`src/hw/rx_qual_defs.svh`:
```
`ifndef RX_QUAL_DEFS_SVH
`define RX_QUAL_DEFS_SVH
`define ADDR_PORT_SEL        8'h4C
`define ADDR_QUAL_CTL        8'h7D
`define ADDR_RISE_MASK       8'h7E
`define ADDR_FALL_MASK       8'h7F
`define ADDR_FCNT_HIGH       8'h90
`define ADDR_FCNT_LOW        8'h91
`define BIT_DISCARD_EN       7
`define BIT_ZERO_COUNTS      6
`define BIT_CHECK_LINES      5
`define BIT_CHECK_SIZE       4
`define BIT_PARITY_MODE      3
`define BIT_WDOG_OFF         2
`define RST_REG8             8'h00
`define NUM_PORTS            4
`define WDOG_CNT_W           24
`endif

```
`src/hw/rx_qual_pkg.sv`:
```
package rx_qual_pkg;
  typedef enum logic [1:0] {
    QUAL_OFF,
    QUAL_COUNTING,
    QUAL_ON
  } qual_state_t;
  typedef logic [7:0] byte_t;
endpackage

```
`src/hw/pix_buf_if.sv`:
```
`timescale 1ns/100ps
`default_nettype none
interface pix_buf_if;
  logic       valid;
  logic       ready;
  logic [7:0] data;
  modport src (output valid, output data, input ready);
  modport snk (input valid, input data, output ready);
endinterface
`default_nettype wire

```
`src/hw/pix_skid_buf.sv`:
```
`timescale 1ns/100ps
`default_nettype none
module pix_skid_buf
(
  // Clock and reset
  input  wire logic clk_in,
  input  wire logic rst_in,
  // Stream ends
  pix_buf_if.snk    up,
  pix_buf_if.src    dn
);
  logic [7:0] slot [0:1];
  logic       wr_ptr;
  logic       rd_ptr;
  logic [1:0] fill;
  wire        push = up.valid && up.ready;
  wire        pop  = dn.valid && dn.ready;

  assign up.ready = (fill != 2'd2);
  assign dn.valid = (fill != 2'd0);
  assign dn.data  = slot[rd_ptr];

  always_ff @(posedge clk_in)
  begin
    if (push)
      slot[wr_ptr] <= up.data;
  end

  always_ff @(posedge clk_in)
  begin
    if (rst_in)
    begin
      wr_ptr <= 1'b0;
      rd_ptr <= 1'b0;
      fill   <= 2'd0;
    end
    else
    begin
      if (push)
        wr_ptr <= ~wr_ptr;
      if (pop)
        rd_ptr <= ~rd_ptr;
      fill <= fill + {1'b0, push} - {1'b0, pop};
    end
  end
endmodule // pix_skid_buf
`default_nettype wire

```
`src/hw/rx_port_video_qualifier.sv`:
```
`timescale 1ns/100ps
`include "rx_qual_defs.svh"
`default_nettype none
module rx_port_video_qualifier
(
  // Clock and reset
  input  wire logic       clk_in,
  input  wire logic       rst_in,
  // Register access port
  input  wire logic       reg_wr_in,
  input  wire logic       reg_rd_in,
  input  wire logic [7:0] reg_addr_in,
  input  wire logic [7:0] reg_wdata_in,
  output var  logic [7:0] reg_rdata_out,
  output var  logic       reg_rvalid_out,
  // Per-port receive status
  input  wire logic [3:0] rx_lock_in,
  input  wire logic [3:0] frame_end_ok_in,
  input  wire logic [3:0] parity_err_in,
  input  wire logic [3:0] lines_changed_in,
  input  wire logic [3:0] size_changed_in,
  input  wire logic [7:0] sensor_status_bits_in [0:3],
  // Line count and length of the selected port
  input  wire logic [7:0] line_count_high_in,
  input  wire logic [7:0] line_count_low_in,
  input  wire logic [7:0] line_length_high_in,
  input  wire logic [7:0] line_length_low_in,
  output var  logic [7:0] line_count_high_out,
  output var  logic [7:0] line_count_low_out,
  output var  logic [7:0] line_length_high_out,
  output var  logic [7:0] line_length_low_out,
  // Video stream of port 0
  input  wire logic       pix_valid_in,
  input  wire logic [7:0] pix_data_in,
  output var  logic       pix_ready_out,
  output var  logic       pix_valid_out,
  output var  logic [7:0] pix_data_out,
  input  wire logic       pix_ready_in,
  // Output port 0 frame sent
  input  wire logic       out0_frame_done_in,
  // Status
  output var  logic [3:0] qualified_out,
  output var  logic [7:0] sensor_rise_irq_latch_out [0:3],
  output var  logic [7:0] sensor_fall_irq_latch_out [0:3]
);
  // ----------------------------------------------------------------
  // Registers
  // ----------------------------------------------------------------
  rx_qual_pkg::byte_t port_sel;
  rx_qual_pkg::byte_t port_qualify_control       [0:3];
  rx_qual_pkg::byte_t sensor_rise_interrupt_mask [0:3];
  rx_qual_pkg::byte_t sensor_fall_interrupt_mask [0:3];
  rx_qual_pkg::byte_t sensor_prev                [0:3];
  rx_qual_pkg::byte_t out0_frame_counter_low;
  logic [15:0]        out0_frame_counter;
  rx_qual_pkg::qual_state_t qstate [0:3];
  logic [1:0]         vframes [0:3];
  logic [`WDOG_CNT_W-1:0] wd_count  [0:3];
  logic [`WDOG_CNT_W-1:0] wd_period [0:3];
  logic [3:0]         period_known;

  wire [1:0] sel      = port_sel[1:0];
  wire       wr_ctl   = reg_wr_in && (reg_addr_in == `ADDR_QUAL_CTL);
  wire       wr_rise  = reg_wr_in && (reg_addr_in == `ADDR_RISE_MASK);
  wire       wr_fall  = reg_wr_in && (reg_addr_in == `ADDR_FALL_MASK);
  wire       rd_high  = reg_rd_in && (reg_addr_in == `ADDR_FCNT_HIGH);

  // ----------------------------------------------------------------
  // Register writes
  // ----------------------------------------------------------------
  always_ff @(posedge clk_in)
  begin
    if (rst_in)
    begin
      port_sel <= `RST_REG8;
      for (int p = 0; p < `NUM_PORTS; p++)
      begin
        port_qualify_control[p]       <= `RST_REG8;
        sensor_rise_interrupt_mask[p] <= `RST_REG8;
        sensor_fall_interrupt_mask[p] <= `RST_REG8;
      end
    end
    else
    begin
      if (reg_wr_in && reg_addr_in == `ADDR_PORT_SEL)
        port_sel <= reg_wdata_in;
      if (wr_ctl)
        port_qualify_control[sel] <= reg_wdata_in;
      if (wr_rise)
        sensor_rise_interrupt_mask[sel] <= reg_wdata_in;
      if (wr_fall)
        sensor_fall_interrupt_mask[sel] <= reg_wdata_in;
    end
  end

  // ----------------------------------------------------------------
  // Qualification per port
  // ----------------------------------------------------------------
  genvar g;
  generate
    for (g = 0; g < `NUM_PORTS; g++)
    begin : g_port
      wire [7:0] ctl     = port_qualify_control[g];
      wire [1:0] thresh  = ctl[1:0];
      wire       fe      = frame_end_ok_in[g];
      wire       wd_fire = !ctl[`BIT_WDOG_OFF] && (thresh != 2'd0) && period_known[g]
                           && (wd_count[g] >= {wd_period[g][`WDOG_CNT_W-2:0], 1'b0});
      wire       holdoff = (ctl[`BIT_CHECK_LINES] && lines_changed_in[g])
                           || (ctl[`BIT_CHECK_SIZE] && size_changed_in[g])
                           || (ctl[`BIT_PARITY_MODE] && parity_err_in[g])
                           || wd_fire;
      wire       blip    = !ctl[`BIT_PARITY_MODE] && parity_err_in[g];
      wire [7:0] sts     = sensor_status_bits_in[g];

      always_ff @(posedge clk_in)
      begin
        if (rst_in || !rx_lock_in[g])
        begin
          qstate[g]  <= rx_qual_pkg::QUAL_OFF;
          vframes[g] <= 2'd0;
        end
        else if (holdoff)
        begin
          qstate[g]  <= rx_qual_pkg::QUAL_COUNTING;
          vframes[g] <= 2'd0;
        end
        else
        begin
          case (qstate[g])
            rx_qual_pkg::QUAL_OFF, rx_qual_pkg::QUAL_COUNTING:
            begin
              if (thresh == 2'd0)
                qstate[g] <= rx_qual_pkg::QUAL_ON;
              else if (fe)
              begin
                if (vframes[g] + 2'd1 >= thresh)
                  qstate[g] <= rx_qual_pkg::QUAL_ON;
                else
                  vframes[g] <= vframes[g] + 2'd1;
              end
            end
            rx_qual_pkg::QUAL_ON:
              qstate[g] <= rx_qual_pkg::QUAL_ON;
            default:
              qstate[g] <= rx_qual_pkg::QUAL_OFF;
          endcase
        end
      end

      always_ff @(posedge clk_in)
      begin
        if (rst_in)
          qualified_out[g] <= 1'b0;
        else
          qualified_out[g] <= rx_lock_in[g] && !holdoff && !blip
                              && (qstate[g] == rx_qual_pkg::QUAL_ON);
      end

      always_ff @(posedge clk_in)
      begin
        if (rst_in || !rx_lock_in[g])
        begin
          wd_count[g]     <= '0;
          wd_period[g]    <= '0;
          period_known[g] <= 1'b0;
        end
        else if (fe)
        begin
          wd_period[g]    <= wd_count[g];
          period_known[g] <= 1'b1;
          wd_count[g]     <= '0;
        end
        else if (wd_fire)
          wd_count[g] <= '0;
        else if (wd_count[g] != '1)
          wd_count[g] <= wd_count[g] + `WDOG_CNT_W'(1);
      end

      always_ff @(posedge clk_in)
      begin
        if (rst_in)
        begin
          sensor_prev[g]               <= `RST_REG8;
          sensor_rise_irq_latch_out[g] <= `RST_REG8;
          sensor_fall_irq_latch_out[g] <= `RST_REG8;
        end
        else
        begin
          sensor_prev[g] <= sts;
          sensor_rise_irq_latch_out[g] <= sensor_rise_irq_latch_out[g]
            | (sts & ~sensor_prev[g] & sensor_rise_interrupt_mask[g]);
          sensor_fall_irq_latch_out[g] <= sensor_fall_irq_latch_out[g]
            | (~sts & sensor_prev[g] & sensor_fall_interrupt_mask[g]);
        end
      end
    end
  endgenerate

  // ----------------------------------------------------------------
  // Line count read-back gating
  // ----------------------------------------------------------------
  wire zero_lines = port_qualify_control[sel][`BIT_ZERO_COUNTS] && !qualified_out[sel];

  always_ff @(posedge clk_in)
  begin
    if (rst_in || zero_lines)
    begin
      line_count_high_out  <= `RST_REG8;
      line_count_low_out   <= `RST_REG8;
      line_length_high_out <= `RST_REG8;
      line_length_low_out  <= `RST_REG8;
    end
    else
    begin
      line_count_high_out  <= line_count_high_in;
      line_count_low_out   <= line_count_low_in;
      line_length_high_out <= line_length_high_in;
      line_length_low_out  <= line_length_low_in;
    end
  end

  // ----------------------------------------------------------------
  // Output port 0 frame counter
  // ----------------------------------------------------------------
  always_ff @(posedge clk_in)
  begin
    if (rst_in)
    begin
      out0_frame_counter     <= 16'h0000;
      out0_frame_counter_low <= `RST_REG8;
    end
    else if (rd_high)
    begin
      out0_frame_counter_low <= out0_frame_counter[7:0];
      out0_frame_counter     <= {15'h0000, out0_frame_done_in};
    end
    else if (out0_frame_done_in)
      out0_frame_counter <= out0_frame_counter + 16'h0001;
  end

  // ----------------------------------------------------------------
  // Read data
  // ----------------------------------------------------------------
  logic [7:0] next_rdata;
  always_comb
  begin
    case (reg_addr_in)
      `ADDR_PORT_SEL:  next_rdata = port_sel;
      `ADDR_QUAL_CTL:  next_rdata = port_qualify_control[sel];
      `ADDR_RISE_MASK: next_rdata = sensor_rise_interrupt_mask[sel];
      `ADDR_FALL_MASK: next_rdata = sensor_fall_interrupt_mask[sel];
      `ADDR_FCNT_HIGH: next_rdata = out0_frame_counter[15:8];
      `ADDR_FCNT_LOW:  next_rdata = out0_frame_counter_low;
      default:         next_rdata = 8'h00;
    endcase
  end

  always_ff @(posedge clk_in)
  begin
    if (rst_in)
    begin
      reg_rdata_out  <= 8'h00;
      reg_rvalid_out <= 1'b0;
    end
    else
    begin
      reg_rvalid_out <= reg_rd_in;
      if (reg_rd_in)
        reg_rdata_out <= next_rdata;
    end
  end

  // ----------------------------------------------------------------
  // Port 0 video path with discard
  // ----------------------------------------------------------------
  pix_buf_if in_if ();
  pix_buf_if out_if ();
  wire discard = port_qualify_control[0][`BIT_DISCARD_EN] && !qualified_out[0];
  // Transfer is judged on the registered ready the source sees
  wire in_push = in_if.valid && in_if.ready;
  wire out_pop = out_if.valid && out_if.ready;

  assign in_if.valid  = pix_valid_in && pix_ready_out && !discard;
  assign in_if.data   = pix_data_in;
  assign out_if.ready = pix_ready_in || !pix_valid_out;

  pix_skid_buf u_buf
  (
    .clk_in (clk_in),
    .rst_in (rst_in),
    .up     (in_if),
    .dn     (out_if)
  );

  always_ff @(posedge clk_in)
  begin
    if (rst_in)
    begin
      pix_ready_out <= 1'b0;
      pix_valid_out <= 1'b0;
      pix_data_out  <= 8'h00;
    end
    else
    begin
      // Drops early when a push may take the last slot
      pix_ready_out <= in_if.ready && !(in_push && !out_pop);
      if (out_if.ready)
      begin
        pix_valid_out <= out_if.valid;
        pix_data_out  <= out_if.data;
      end
    end
  end
endmodule // rx_port_video_qualifier
`default_nettype wire

```
`config.mk`:
```
export PLATFORM = sky130hd
export DESIGN_NAME = rx_port_video_qualifier
export DESIGN_NICKNAME = d
export VERILOG_FILES = /design/src/hw/rx_qual_pkg.sv /design/src/hw/pix_buf_if.sv /design/src/hw/pix_skid_buf.sv /design/src/hw/rx_port_video_qualifier.sv
export VERILOG_INCLUDE_DIRS = /design/src /design/src/hw
export SDC_FILE = /design/constraint.sdc
export NUM_CORES = 1
export LEC_CHECK = 0
export BUFFER_PORTS_ARGS = -buffer_cell sky130_fd_sc_hd__buf_2
export CAP_MARGIN = 0
export CORE_MARGIN = 8
export CORE_UTILIZATION = 50
export DETAILED_ROUTE_END_ITERATION = 8
export GPL_TIMING_DRIVEN = 1
export PLACE_DENSITY = 0.71
export SLEW_MARGIN = 20
export SYNTH_ARGS = -nofsm -noshare
export SYNTH_HDL_FRONTEND = slang
export SYNTH_SLANG_ARGS = --single-unit
export TNS_END_PERCENT = 30
```
`constraint.sdc`:
```
create_clock -name clk_in -period 3.9 [get_ports clk_in]
set_input_delay 0.975 -clock clk_in [delete_from_list [all_inputs] [get_ports clk_in]]
set_output_delay 0.975 -clock clk_in [all_outputs]
set_load 0.01 [all_outputs]
```
==> results of run 1 <==
==> logic make-up after synthesis <==
| logic type | synth area share (%) |
|---|---|
| AOI/OAI and AO/OA | 5.73 |
| xor gates and xnor gates | 4.06 |
| adders and majority gates | 5.64 |
| buffers and inverters | 4.58 |
| DFF | 56.3 |
| muxes | 3.89 |
| and+or+nand+nor | 19.8 |
==> worst max-delay path by stage <==
stage              startpoint                               end  cells after the start
2_1_floorplan   rx_lock_in[2]                    wd_count[2][0]                      5
3_3_place_gp   reg_addr_in[7]  sensor_fall_interrupt_mask[0][7]                      6
3_5_place_dp   reg_addr_in[7]  sensor_fall_interrupt_mask[0][0]                      6
4_1_cts        wd_count[3][6]                   wd_count[3][12]                      7
5_1_grt        wd_count[0][6]                   wd_count[0][17]                      6
6_report       wd_count[3][6]                   wd_count[3][12]                      7
==> per-stage QoR <==
stage                     cell area [sq um]  util (%)  setup slack, ps  power [W]
after CTS                             27300      57.7              810     0.0119
after detailed placement              25500      54.0              669    0.00693
after floorplan                       23700         -              436    0.00658
after global placement                25500      54.0              828    0.00689
after global routing                  27300      57.7              567     0.0122
final                                 27300      57.7              799     0.0118
==> layout make-up <==
class                      instances  area (sq um)
fill                            3937         20000
tap                              615           769
clock inverter                    22           158
antenna                            1          2.50
clock buffer                      78          1610
inverter                         183           687
multi-input combinational       1359          9300
sequential                       509         13400
timing repair buffer             264          1400
==> sequential cells by signal (all words and copies together), names as in the netlist, 16 cells and up, named ones only <==
register and cells:
wd_count 96, wd_period 92, port_qualify_control 32, sensor_fall_interrupt_mask 32, sensor_fall_irq_latch_out 32, sensor_prev 32
sensor_rise_interrupt_mask 32, sensor_rise_irq_latch_out 32, out0_frame_counter 16, u_buf.slot 16
==> Yosys cell counts (all sizes together), types with 5 or more instances <==
cell | instances | area, sq um
edfxtp | 316 | 9490
inv | 183 | 687
nor3 | 83 | 420
and3 | 132 | 826
dfxtp | 193 | 3860
nand2b | 19 | 119
mux2i | 36 | 360
nand4 | 48 | 300
nand2 | 76 | 285
nand3b | 6 | 45.0
and4 | 19 | 166
o21ai | 14 | 70.1
and2 | 114 | 713
a2111oi | 12 | 105
a21oi | 53 | 265
or2 | 9 | 56.3
nor2b | 14 | 87.6
o21a | 9 | 67.6
a21o | 5 | 37.5
xnor2 | 46 | 403
clkbuf | 88 | 332
nand3 | 66 | 330
xor2 | 64 | 561
nor4 | 62 | 394
nor2 | 206 | 773
buf | 13 | 67.6
mux4 | 25 | 563
ha | 107 | 1340
a31oi | 64 | 400
a211oi | 9 | 67.6
==> where the power goes <==
part | internal [W] | switching, W
Clock | 0.00287 | 0.00216
Sequential | 0.00589 | 0.000141
Combinational | 0.000308 | 0.000472
Total | 0.00907 | 0.00277
==> worst register-to-register path, stage by stage, from the launching register on <==
cell and delay [ps]:
edfxtp_1 490, ha_1 330, a2111oi_0 380, o21ai_0 150, o211a_1 240, o31ai_1 540, nand4_1 360, buf_4 340
==> metal layers <==
metal | GRT usage [%] | vias to the layer above | wire length, um
met4 | 6.84 | 2 | 1530
met1 | 27.8 | 8452 | 25200
li1 | - | 8215 | -
met2 | 35.0 | 485 | 28000
met3 | 3.98 | 95 | 3710
met5 | 0 | - | 13
==> flow_metrics.tcl, run 1 <==
set metrics [dict create \
    path_clk_slew_ps 70 \
    clock.fmax_mhz 322 \
    yosysWarnings 0 \
    crit_type "reg2reg" \
    clock-sinks 509 \
    holdCritStartpoint "period_known[2]" \
    io_buffers 233 \
    critPathMaxStageDelay_ps 540 \
    leakage_nw 11.6 \
    critPathBufInv 1 \
    grt_pass1_wl_um 92500 \
    yosys.cell_types.count 63 \
    status "complete, no violations" \
    rr_startpoint "wd_count[3][6]" \
    power_density_mw_per_mm2 434 \
    netlist_area_sq_mm 0.0237 \
    final_layout_size_suffix_gt1_share_pct 16.2 \
    place_inst 2930 \
    avgRoutedWirePerCell_um 19.3 \
    reg2reg_to "wd_count[3][12]" \
    grt_use_total_pct 21.1 \
    synth_edf_count 316 \
    synth_area_per_cell_sq_um 11.0 \
    grt_max_degree 90 \
    via_count 17200 \
    ioPinCount 234 \
    cts-root-buf "clkbuf_16" \
    ir_worst_vdd_uv 404 \
    cp.arrival_ps 3430 \
    cts_tree "built" \
    hold_buffers 0 \
    antenna_found_initial 2 \
    final_common_cell "edfxtp_1" \
    ctsLongestPathBuffers 3 \
    core_sq_mm 0.0472 \
    ant_nets 0 \
    crit_slowest_cell "o31ai_1" \
    cts_setup_buffers 0 \
    via_per_inst 5.69 \
    yosysSeqAreaShare_pct 56.3 \
    synth-seq-cells 509 \
    initial_utilization_pct 50.2 \
    syn-num-nets 2374 \
    finalClockSkew_ps 23.0 \
    first_global_vias 17100 \
    numCtsBuffers 53 \
    nNetsFinal 2592 \
    fin_crit_ps 3100 \
    final_cell_mix "edfxtp_1 (316), buf_2 (232), nor2_1 (206)" \
    die_x_um 234 \
    rr_worst_depth 7 \
    route.detailed.drc 0 \
    cap_viol_max_count 0 \
    start_kind "flip-flop" \
    synthToLayoutAreaGrowth_pct 15.0 \
    setup_viol 0 \
    crit_fanout 20 \
    crit_family "compound AO/OA/AOI/OAI gates" \
    gp_routability_congestion 0.849 \
    tns_ps 0 \
    totalWireLength_um 58500 \
    die_h_um 234 \
    finalHoldViolCount 0 \
    post_cts_resized 0 \
    whs_path_depth 1 \
    maxSlewHeadroom_pct 28.4 \
    drt_pre_antenna_iters 5 \
    crit_chain "ha_1 > a2111oi_0 > o21ai_0 > o211a_1 > o31ai_1 > nand4_1 > buf_4" \
    hold_path_end "period_known[2]" \
    async_flop_share_pct 0 \
    rrSetupSlack_ps 800 \
    insertion_delay_ps 620 \
    drt_iter0_markers 1328 \
    worstPathRequired_ps 4230 \
    grt-ovfl-total 0 \
    whs_ps 463 \
    h-tree-depth 2 \
    finalNonFillerCells 3031 \
    slew_violations 0 \
    dieArea_sq_mm 0.0547 \
    finalCritPeriodShare_pct 79.5 \
    syn_inst 2152 \
    rsz0062_at_grt "no" \
    num_rows 80 \
    critPathCaptureType "flip-flop" \
    place_hpwl_um 41800 \
    tightest_slew_ps 1070 \
    synthFlopType "edfxtp_1" \
    hp-class "reg2reg" \
]
Power figures use the tool's default switching activity.
==> run 2: changes to the inputs <==
ABC_AREA = 1   (was unset)
clock period = 3.25 ns   (was 3.9 ns; I/O delays follow)
==> flow_metrics.tcl, run 2 <==
set metrics [dict create \
    status "complete, no violations" \
    final_cell_mix "nor2_1 (538), inv_1 (462), nand2_1 (330)" \
    synth.most_common_cell "nor2_1" \
    synthFlopType "edfxtp_1" \
    path_clk_slew_ps 60 \
    finalCritPeriodShare_pct 75.6 \
    hp-class "in2reg" \
    intPower_w 0.0110 \
    power_density_mw_per_mm2 515 \
    grt-ovfl-total 0 \
    cp.arrival_ps 2720 \
    totalWireLength_um 61900 \
    critPathBufInv 1 \
    clkPwrFrac_pct 43.3 \
    die_h_um 236 \
    drt_pre_antenna_iters 5 \
    initial_utilization_pct 50.7 \
    gp_routability_congestion 0.908 \
    synth_area_per_cell_sq_um 8.95 \
    avgRoutedWirePerCell_um 17.1 \
    crit_family "simple AND/OR/NAND/NOR gates" \
    numCtsBuffers 54 \
    leakage_nw 11.9 \
    place_hpwl_um 45900 \
    ctsLongestPathBuffers 3 \
    first_global_vias 18500 \
    slew_violations 0 \
    core_sq_mm 0.0478 \
    insertion_delay_ps 600 \
    top_register "wd_count" \
    pwr-share-comb_pct 6.5 \
    grt_max_degree 58 \
    crit_fanout 24 \
    largest_reg_flops 96 \
    ys_top_cells_by_count "nor2_1 (538), inv_1 (462), nand2_1 (330)" \
    cts-root-buf "clkbuf_16" \
    crit_type "reg2reg" \
    largestRegisters "wd_count x96, wd_period x92" \
    dpl_worst_slack_ps 359 \
    yosysWarnings 0 \
    crit_chain "ha_1 > nand2_1 > nor2_1 > nand4_1 > nor2_1 > nand2_1 > nand3_1 > nand2_1 > nand3b_1 > buf_4" \
    ioPinCount 234 \
    async_flop_share_pct 0 \
    start_kind "flip-flop" \
    switchingPower_w 0.00332 \
    h-tree-depth 2 \
    critPathMaxStageDelay_ps 510 \
    grt_pass1_wl_um 97200 \
    nNetsFinal 3181 \
    maxSlewHeadroom_pct 27.0 \
    p_sw_share_pct 23.1 \
    via_per_inst 5.20 \
    via_count 18900 \
    fin_ws_ps 791 \
    clock-sinks 509 \
    final_common_cell "nor2_1" \
    synth-seq-cells 509 \
    yosysSeqAreaShare_pct 55.1 \
    ir_worst_vdd_uv 505 \
    dieArea_sq_mm 0.0558 \
    cts_tree "built" \
    grt_use_total_pct 21.5 \
    rsz0062_at_grt "no" \
    cap_viol_max_count 0 \
    synth_top_cell_area_share_pct 39.1 \
    synthToLayoutAreaGrowth_pct 14.9 \
    antenna_found_initial 3 \
    crit_path_frequent_cell "nand2_1" \
    tns_ps 0 \
    die_x_um 236 \
    tightest_slew_ps 1080 \
    synthTopCellsByArea "edfxtp_1 (39%), dfxtp_1 (16%), nor2_1 (8.3%), inv_1 (7.1%), ha_1 (5.5%)" \
    clock.fmax_mhz 407 \
    yosysTopAreaCell "edfxtp_1" \
    synth_edf_count 316 \
    hold_buffers 0 \
    ant_nets 0 \
    final_layout_size_suffix_gt1_share_pct 14.3 \
    netlist_area_sq_mm 0.0243 \
    worstPathRequired_ps 3510 \
    route.detailed.drc 0 \
    seq_power_share_pct 50.3 \
    crit_slowest_cell "edfxtp_1" \
    io_buffers 233 \
    cts_setup_buffers 0 \
    post_cts_resized 0 \
    yosys.cell_types.count 48 \
    rrSetupSlack_ps 790 \
    num_rows 80 \
    fin_crit_ps 2460 \
    setup_viol 0 \
    finalClockSkew_ps 14.8 \
    critPathCaptureType "flip-flop" \
    drt_iter0_markers 1515 \
    syn_inst 2711 \
    syn-num-nets 2933 \
    finalHoldViolCount 0 \
]
run 2: cell types whose count changed after synthesis, sizes merged, moves of 93 or more:
cell	change
a21oi	+112
nor2	+369
and2	-114
and3	-132
nand2	+264
o21ai	+93
inv	+285
run 2: cell type report:
type / count / area [sq um]
diodes: 3 / 7.51
clock buffers: 77 / 1600
clock inverters: 25 / 195
fillers: 4154 / 20000
inverters: 469 / 1760
multi-input cells: 1662 / 8780
flip-flops and latches: 509 / 13400
well taps: 615 / 769
repair buffers: 263 / 1390
run 2: power groups by stage:
stage,sequential [W],combinational (W),clock [W]
floorplan,0.00732,0.000538,0
global placement,0.00733,0.000891,0
detailed placement,0.00734,0.000928,0
CTS,0.00720,0.000934,0.00628
global route,0.00723,0.00105,0.00651
finish,0.00721,0.000931,0.00620
run 2: final timing paths:
| kind | from | end | depth (start not counted) |
|---|---|---|---|
| setup / recovery | wd_count[0][13] | wd_count[0][20] | 10 |
| hold / removal | pix_data_in[6] | u_buf.slot[0][6] | 1 |
| hold reg to reg | sensor_fall_irq_latch_out[6] | sensor_fall_irq_latch_out[6] | 2 |
| setup reg to reg | wd_count[0][13] | wd_count[0][20] | 10 |
run 2: kinds of logic (layout without fill, tap and decap cells):
logic type | count (synthesis) | count (layout) | synth area share (%)
AND/OR/NAND/NOR | 1153 | 1153 | 20.7
buffers and inverters | 540 | 834 | 8.76
flip-flops | 509 | 509 | 55.1
AO/OA/AOI/OAI | 329 | 329 | 7.29
adder cells (fa/ha/maj) | 107 | 107 | 5.52
XOR/XNOR | 72 | 72 | 2.60
multiplexers | 1 | 1 | 0.0413
other | 0 | 3 | 0
run 2: through the flow:
| stage | std cells | power [W] | utilization [%] | hold slack [ps] | area (sq um) |
|---|---|---|---|---|---|
| finish | 3623 | 0.0143 | 58.2 | 408 | 27900 |
| global route | 3622 | 0.0148 | 58.2 | 383 | 27900 |
| CTS | 3620 | 0.0144 | 58.2 | 375 | 27900 |
| detailed placement | 3518 | 0.00827 | 54.5 | 439 | 26100 |
| global placement | 3518 | 0.00822 | 54.5 | 435 | 26100 |
| floorplan | 2711 | 0.00786 | - | 422 | 24300 |
run 2: metal layers:
metal,vias up,wire length [um],GRT usage [%]
met5,-,13,0
met4,2,2000,7.19
met3,126,5010,5.10
met2,645,29600,36.2
met1,8809,25300,27.1
li1,9270,-,-
